`src/rpf_pkg.sv`:
```
// shared constants and types for the reset pin glitch filter
// assumes a byte-wide register port on the 50 MHz bus clock
package rpf_pkg;

    // ==========================================================
    // register offsets (byte addresses)
    localparam logic [2:0] RPF_OFS_CTRL   = 3'h4;
    localparam logic [2:0] RPF_OFS_WIDTH  = 3'h5;
    localparam logic [2:0] RPF_OFS_STATUS = 3'h6;

    // ==========================================================
    // field positions
    localparam int RPF_CTRL_RUN_LSB   = 0;
    localparam int RPF_CTRL_STOP_BIT  = 2;
    localparam int RPF_WIDTH_LSB      = 0;
    localparam int RPF_STAT_LVL_BIT   = 0;
    localparam int RPF_STAT_MODE_LSB  = 1;

    // ==========================================================
    // reset values (power-on only)
    localparam logic [1:0] RPF_RUN_SEL_RST  = 2'h0;
    localparam logic       RPF_STOP_SEL_RST = 1'b0;
    localparam logic [4:0] RPF_WIDTH_RST    = 5'h00;

    // ==========================================================
    // run/wait select encodings
    localparam logic [1:0] RPF_RUN_OFF = 2'h0;
    localparam logic [1:0] RPF_RUN_BUS = 2'h1;
    localparam logic [1:0] RPF_RUN_SLOW = 2'h2;

    // ==========================================================
    // timing counts
    localparam int RPF_SLOW_COUNT_DEF = 3;

    typedef enum logic [1:0] {
        RPF_MODE_OFF,
        RPF_MODE_BUS,
        RPF_MODE_SLOW
    } rpf_mode_t;

    typedef struct packed {
        logic       wr_en;
        logic       rd_en;
        logic [2:0] addr;
        logic [7:0] wdata;
    } rpf_bus_req_t;

    typedef struct packed {
        logic       stop_sel;
        logic [1:0] run_sel;
        logic [4:0] width;
        logic [5:0] bus_cnt;
        logic [5:0] slow_cnt;
        logic       slow_prev;
        logic       pin_lvl;
        logic [7:0] rdata;
    } rpf_state_t;

endpackage : rpf_pkg

```
`src/rpf_filter.sv`:
```
// reset pin glitch filter with control, width and status registers
// assumes pin, mode and low-power clock inputs are synchronous to core_clk;
// nrst is chip power-on reset, warm_rst marks any other reset type
//
// Notes on behaviour
// [RQ1] mode selects reset only at power-on
// [RQ2] bus filter cleared when off or stopped
// [RQ3] low-power filter cleared when disabled
// [RQ4] stop select bit: off or low-power filter
// [RQ5] software rewrites stop select after leakage exit
// [RQ6] run select: off, bus, low-power, reserved
// [RQ7] bus filter count is width plus one
// [RQ8] width field reset only at power-on
// [RQ9] unused register bits read zero
// [RQ10] level accepted after N stable samples
// [RQ11] low-power filter uses fixed sample count
//
// The plain strobed port was decided locally.
`timescale 1ns/10ps

module rpf_filter #(
    parameter int SLOW_COUNT = rpf_pkg::RPF_SLOW_COUNT_DEF
) (
    input  wire logic                 core_clk,      // bus clock, 50 MHz
    input  wire logic                 nrst,          // power-on reset, low
    input  wire logic                 warm_rst,      // other reset types
    input  wire rpf_pkg::rpf_bus_req_t bus_req,      // register request
    output logic [7:0]                rd_data,       // read data, next cycle
    input  wire logic                 stop_mode,     // any stop or leakage mode
    input  wire logic                 low_power_oscillator_clock, // low-power clock level
    input  wire logic                 rst_pin_b,     // raw reset pin, low
    output logic                      filt_pin_b     // filtered reset pin
);
    import rpf_pkg::*;

    rpf_state_t s_q;
    rpf_state_t s_d;
    rpf_mode_t  mode;
    logic       slow_edge;

    // ==========================================================
    // helpers
    function automatic rpf_mode_t sel_mode(
        input logic       stp,
        input logic       ssel,
        input logic [1:0] rsel
    );
        rpf_mode_t m;
        m = RPF_MODE_OFF;
        if (stp) begin
            if (ssel) begin
                m = RPF_MODE_SLOW;                      // RQ4
            end
        end else begin
            case (rsel)
                RPF_RUN_BUS: m = RPF_MODE_BUS;           // RQ6
                RPF_RUN_SLOW: m = RPF_MODE_SLOW;         // RQ6
                default:     m = RPF_MODE_OFF;           // RQ6
            endcase
        end
        return m;
    endfunction : sel_mode

    function automatic logic [7:0] status_byte(
        input logic      lvl,
        input rpf_mode_t m
    );
        logic [7:0] b;
        b = 8'h00;
        b[RPF_STAT_LVL_BIT] = lvl;
        b[RPF_STAT_MODE_LSB +: 2] = m;
        return b;
    endfunction : status_byte

    // ==========================================================
    // next state
    always_comb begin
        s_d      = s_q;
        mode     = sel_mode(stop_mode, s_q.stop_sel, s_q.run_sel);
        slow_edge     = low_power_oscillator_clock && !s_q.slow_prev;
        s_d.slow_prev = low_power_oscillator_clock;
        s_d.rdata    = 8'h00;

        // register reads see the value before any later write
        if (bus_req.rd_en) begin
            case (bus_req.addr)
                RPF_OFS_CTRL: begin
                    s_d.rdata[RPF_CTRL_RUN_LSB +: 2] = s_q.run_sel;  // RQ9
                    s_d.rdata[RPF_CTRL_STOP_BIT]     = s_q.stop_sel;
                end
                RPF_OFS_WIDTH: begin
                    s_d.rdata[RPF_WIDTH_LSB +: 5] = s_q.width;       // RQ9
                end
                RPF_OFS_STATUS: begin
                    s_d.rdata = status_byte(s_q.pin_lvl, mode);
                end
                default: s_d.rdata = 8'h00;
            endcase
        end

        // reserved bits are simply not stored
        if (bus_req.wr_en) begin
            case (bus_req.addr)
                RPF_OFS_CTRL: begin
                    s_d.run_sel  = bus_req.wdata[RPF_CTRL_RUN_LSB +: 2];
                    s_d.stop_sel = bus_req.wdata[RPF_CTRL_STOP_BIT];
                end
                RPF_OFS_WIDTH: begin
                    s_d.width = bus_req.wdata[RPF_WIDTH_LSB +: 5];
                end
                default: s_d.width = s_q.width;
            endcase
        end

        // bus clock filter: counts core_clk samples
        if (mode != RPF_MODE_BUS) begin
            s_d.bus_cnt = 6'h00;                                     // RQ2
        end else if (rst_pin_b == s_q.pin_lvl) begin
            s_d.bus_cnt = 6'h00;                                     // RQ10
        end else if (s_q.bus_cnt >= {1'b0, s_q.width}) begin
            s_d.pin_lvl = rst_pin_b;                                 // RQ7
            s_d.bus_cnt = 6'h00;
        end else begin
            s_d.bus_cnt = s_q.bus_cnt + 6'h01;                       // RQ10
        end

        // low-power filter: counts rising edges of the slow clock
        if (mode != RPF_MODE_SLOW) begin
            s_d.slow_cnt = 6'h00;                                    // RQ3
        end else if (rst_pin_b == s_q.pin_lvl) begin
            s_d.slow_cnt = 6'h00;                                    // RQ10
        end else if (slow_edge) begin
            if (s_q.slow_cnt >= 6'(SLOW_COUNT - 1)) begin
                s_d.pin_lvl  = rst_pin_b;                            // RQ11
                s_d.slow_cnt = 6'h00;
            end else begin
                s_d.slow_cnt = s_q.slow_cnt + 6'h01;                 // RQ11
            end
        end

        if (mode == RPF_MODE_OFF) begin
            s_d.pin_lvl = rst_pin_b;                                 // RQ4
        end

        // other resets clear the filter counts but keep the settings and the filtered level;
        // software must redo the stop select after leakage exit
        if (warm_rst) begin
            s_d.bus_cnt = 6'h00;                                     // RQ1
            s_d.slow_cnt = 6'h00;                                    // RQ8
        end
    end

    // ==========================================================
    // state register
    always_ff @(posedge core_clk or negedge nrst) begin
        if (!nrst) begin
            s_q          <= '0;
            s_q.run_sel  <= RPF_RUN_SEL_RST;                         // RQ1
            s_q.stop_sel <= RPF_STOP_SEL_RST;                        // RQ1
            s_q.width    <= RPF_WIDTH_RST;                           // RQ8
            s_q.pin_lvl  <= 1'b1;
        end else begin
            s_q <= s_d;
        end
    end

    assign rd_data    = s_q.rdata;
    assign filt_pin_b = s_q.pin_lvl;

    wire logic wr_ctrl  = bus_req.wr_en && bus_req.addr == RPF_OFS_CTRL;
    wire logic wr_width = bus_req.wr_en && bus_req.addr == RPF_OFS_WIDTH;
    wire logic rd_ctrl  = bus_req.rd_en && bus_req.addr == RPF_OFS_CTRL;
    wire logic rd_width = bus_req.rd_en && bus_req.addr == RPF_OFS_WIDTH;
endmodule : rpf_filter

```
`config.mk`:
```
export PLATFORM = sky130hd
export DESIGN_NAME = rpf_filter
export DESIGN_NICKNAME = d
export VERILOG_FILES = /design/src/rpf_pkg.sv /design/src/rpf_filter.sv
export SDC_FILE = /design/constraint.sdc
export NUM_CORES = 1
export LEC_CHECK = 0
export ABC_AREA = 1
export BUFFER_PORTS_ARGS = -buffer_cell sky130_fd_sc_hd__buf_4
export CORE_AREA = 3 3 69 71
export CTS_BUF_LIST = sky130_fd_sc_hd__clkbuf_4 sky130_fd_sc_hd__clkbuf_8
export DETAILED_ROUTE_END_ITERATION = 7
export DIE_AREA = 0 0 72 74
export GPL_ROUTABILITY_DRIVEN = 1
export PLACE_DENSITY = 0.55
export SETUP_SLACK_MARGIN = 0.02
export SYNTH_ARGS = -nofsm -noshare
export SYNTH_HDL_FRONTEND = slang
export SYNTH_SLANG_ARGS = --single-unit
```
`constraint.sdc`:
```
create_clock -name core_clk -period 1.4 [get_ports core_clk]
set_input_delay 0.28 -clock core_clk [delete_from_list [all_inputs] [get_ports core_clk]]
set_output_delay 0.28 -clock core_clk [all_outputs]
set_load 0.1 [all_outputs]
```
==> run_results.csv <==
group,metric,value,unit
status,run_status,"finished, violations left",
status,violations_in_the_final_reports,"setup timing",
floorplanning,initial_utilization,0.340,
clock_network,cts_tree,"built",
routing,via_count,1109,
floorplanning,ioPinCount,28,
finish,design.final.nets,236,
routing,detailedRoute.firstIterationViolations,45,
critical_path,worstPathRequired,1.62,ns
floorplanning,placeableCoreArea,4290,um^2
clock_network,max-clock-path-buffers,2,
routing,ant_nets,0,
critical_path,kind_of_start_point_of_the_critical_path,"register",
timing,setup_viols_final,2,
yosys,yosys_register_bits,27,
critical_path,reg2reg_launch_point,"s_q[24]$_DFFE_PN0P_",
place,placement.io_buffers,21,
timing,unrepaired_setup_endpoints_after_global_routing,"true",
routing,drt-wirelength-per-cell,10.9,um
hold_path,hp-start,"low_power_oscillator_clock",
critical_path,end_kind,"register",
finish,areaGrowthSynthToFinish,29.5,%
finish,multi_input_comb_area,704,um^2
floorplanning,floorplan.die_area,5330,um^2
finish,seq_area,681,um^2
critical_path,path_class,"register to register",
routing,wirelength_routed,2850,um
power,static-leakage-power,0.970,nW
grt,vias_in_the_first_global_route,1069,
timing,report.final.slew_viol_count,0,
place,post_dp_cell_area,1720,um^2
grt,grt_pass1_wl,4710,um
yosys,synth.cell_area,1460,um^2
yosys,synth_cell_types,27,
place,dpl.hpwl,2160,um
place,placed_cells,251,
timing,clock_skew,0.00233,ns
clock_network,worstSkewPairLatency,0.27,ns
finish,fillerInstances,450,
routing,drt_pass1_iterations,4,
critical_path,cp_data_arrival_time,1.64,ns
timing,finalHoldViolCount,0,
yosys,postSynthCellCount,175,
timing,layout_min_cycle_time,1.42,ns
critical_path,startpoint,"s_q[24]$_DFFE_PN0P_",
timing,timing.final.ws_setup,-0.0192,ns
finish,layout.cells.most_common_list,"nand2_1, buf_4, inv_1, dfrtp_1, nor2_1",
grt,grt.total_usage,0.111,
finish,num_antenna_cells,0,
power,max-vdd-ir-drop,0.516,mV
clock_network,tritoncts.num_buffers,3,
yosys,yosysSeqAreaShare,0.464,
critical_path,worstPathMaxFanout,3,
yosys,syn-mean-instance-area,8.34,um^2
routing,post-route-drc-count,0,
finish,post_route_cells_drive_above_1_share,0.293,
flow_run,max_cap_viol_count,0,
timing,max_clock_freq,0.705,GHz
finish,layout.cells.non_filler,260,
floorplanning,floorplan.rows,24,
floorplanning,horizontal_extent_of_the_die,72,um
timing,layout_worst_path_cycle_share,1.01,
clock_network,root_buffer,"clkbuf_8",
clock_network,cts.reportedPaths.clkPinSlew,0.10,ns
power,power_per_cell_area,1010,nW/um^2
clock_network,ctsHtreeMaxLevel,1,
floorplanning,die_height,74,um
finish,finish.utilization,0.440,
grt,globalRouteOverflowTotal,0,
finish,final_area,1890,um^2
finish,layout.cells.most_common,"nand2_1",
yosys,synth-warning-count,0,
grt,maximum_number_of_pins_on_one_net_before_global_route_repair,28,
routing,vias_per_cell,4.27,
grt,grt_antenna_before_repair,0,
clock_network,clkSinkCount,27,
hold_path,hold_class,"input pin to register",
place,finalWeightedCongestion,0.736,
## Yosys cell counts
master | n | area share
nand2_1 | 41 | 0.11
inv_1 | 31 | 0.080
dfrtp_1 | 26 | 0.45
nor2_1 | 19 | 0.049
buf_4 | 8 | 0.041
ha_1 | 8 | 0.069
nand3_1 | 8 | 0.027
o21ai_0 | 7 | 0.024
nor3_1 | 3 | 0.010
xor2_1 | 3 | 0.018
a21oi_1 | 2 | 0.0069
nand2_2 | 2 | 0.0086
nor3_2 | 2 | 0.014
xnor2_1 | 2 | 0.012
a211oi_1 | 1 | 0.0051
a21oi_2 | 1 | 0.0060
a31oi_1 | 1 | 0.0043
conb_1 | 1 | 0.0026
dfstp_2 | 1 | 0.018
nand3_2 | 1 | 0.0069
nand3b_1 | 1 | 0.0051
nand4_2 | 1 | 0.0086
nor2_4 | 1 | 0.0077
nor3_4 | 1 | 0.011
nor3b_1 | 1 | 0.0051
o211ai_1 | 1 | 0.0051
or2_1 | 1 | 0.0043
## path summary, 6_finish.rpt
| kind | end | slack, ns | cells past startpoint |
|---|---|---|---|
| worst min register to register | s_q[23]$_DFFE_PN0P_ | 0.50 | 2 |
| max in group asynchronous | filt_pin_b$_DFF_PN1_ | 0.65 | 2 |
| min in group asynchronous | s_q[9]$_DFF_PN0_ | 0.45 | 2 |
| worst max register to register | filt_pin_b$_DFF_PN1_ | -0.02 | 10 |
| worst min-delay path | s_q[9]$_DFF_PN0_ | 0.12 | 1 |
| worst max-delay path | filt_pin_b$_DFF_PN1_ | -0.02 | 10 |
## worst max-delay path, stage by stage, from the launching register on
cell,delay [ns]
dfrtp_1,0.38
inv_1,0.05
ha_1,0.27
nand2_1,0.07
nor3_2,0.20
nand2_2,0.11
nand2_2,0.08
nand2_2,0.05
nand2_1,0.06
nand2_1,0.04
nand2_1,0.06
## cell type report
| class | count | share of cell area |
|---|---|---|
| flip-flops and latches | 27 | 0.360 |
| well taps | 52 | 0.0344 |
| inverters | 31 | 0.0615 |
| multi-input cells | 111 | 0.373 |
| repair buffers | 35 | 0.147 |
| clock inverters | 1 | 0.00265 |
| clock buffers | 3 | 0.0218 |
## cell families (layout without fill, tap and decap cells)
family                     count (synthesis)  count (layout)  synth area share
AOI/OAI and AO/OA                         13              13            0.0514
xor gates and xnor gates                   5               5            0.0300
adders and majority gates                  8               8            0.0686
buffers and inverters                     39              70             0.121
DFF                                       27              27             0.464
other                                      1               3           0.00257
and+or+nand+nor                           82              82             0.263
## state kept, by name, indices dropped and copies added, names as in the netlist
signal and count:
filt_pin_b 1, rd_data 5, s_q 21
## metrics by stage
step                      TNS (ns)  worst slack [ns]  total power [W]  hold WS, ns
final                      -0.0383           -0.0192          0.00192        0.117
after global routing        -0.675            -0.136          0.00202        0.107
after CTS                  -0.0309           -0.0309          0.00192        0.111
after detailed placement   -0.0333           -0.0267          0.00141        0.219
after global placement           0           0.00205          0.00141        0.213
after floorplan            -0.0373           -0.0170          0.00127      -0.0156
## power by group
| part | leakage (nW) | switching [W] | internal [W] |
|---|---|---|---|
| Combinational | 0.589 | 0.000346 | 0.000210 |
| Clock | 0.0255 | 0.000251 | 0.000200 |
| Sequential | 0.356 | 0.0000575 | 0.000852 |
## timing repair
action / in CTS / in global routing
setup endpoints to repair: 8 / 11
endpoints found under the hold margin: 26 / 0
resized for setup: 11 / 7
buffers inserted: 2 / 2
hold buffers: 1 / 0
pin swaps: 6 / 4
## metal layers
layer,vias to the layer above,global-route usage,part of all wire
li1,590,-,-
met1,490,0.160,0.48
met2,27,0.174,0.47
met3,2,0.0149,0.051
met4,0,0.0313,0.0039
met5,-,0,0
(Power assumes the default switching activity.)
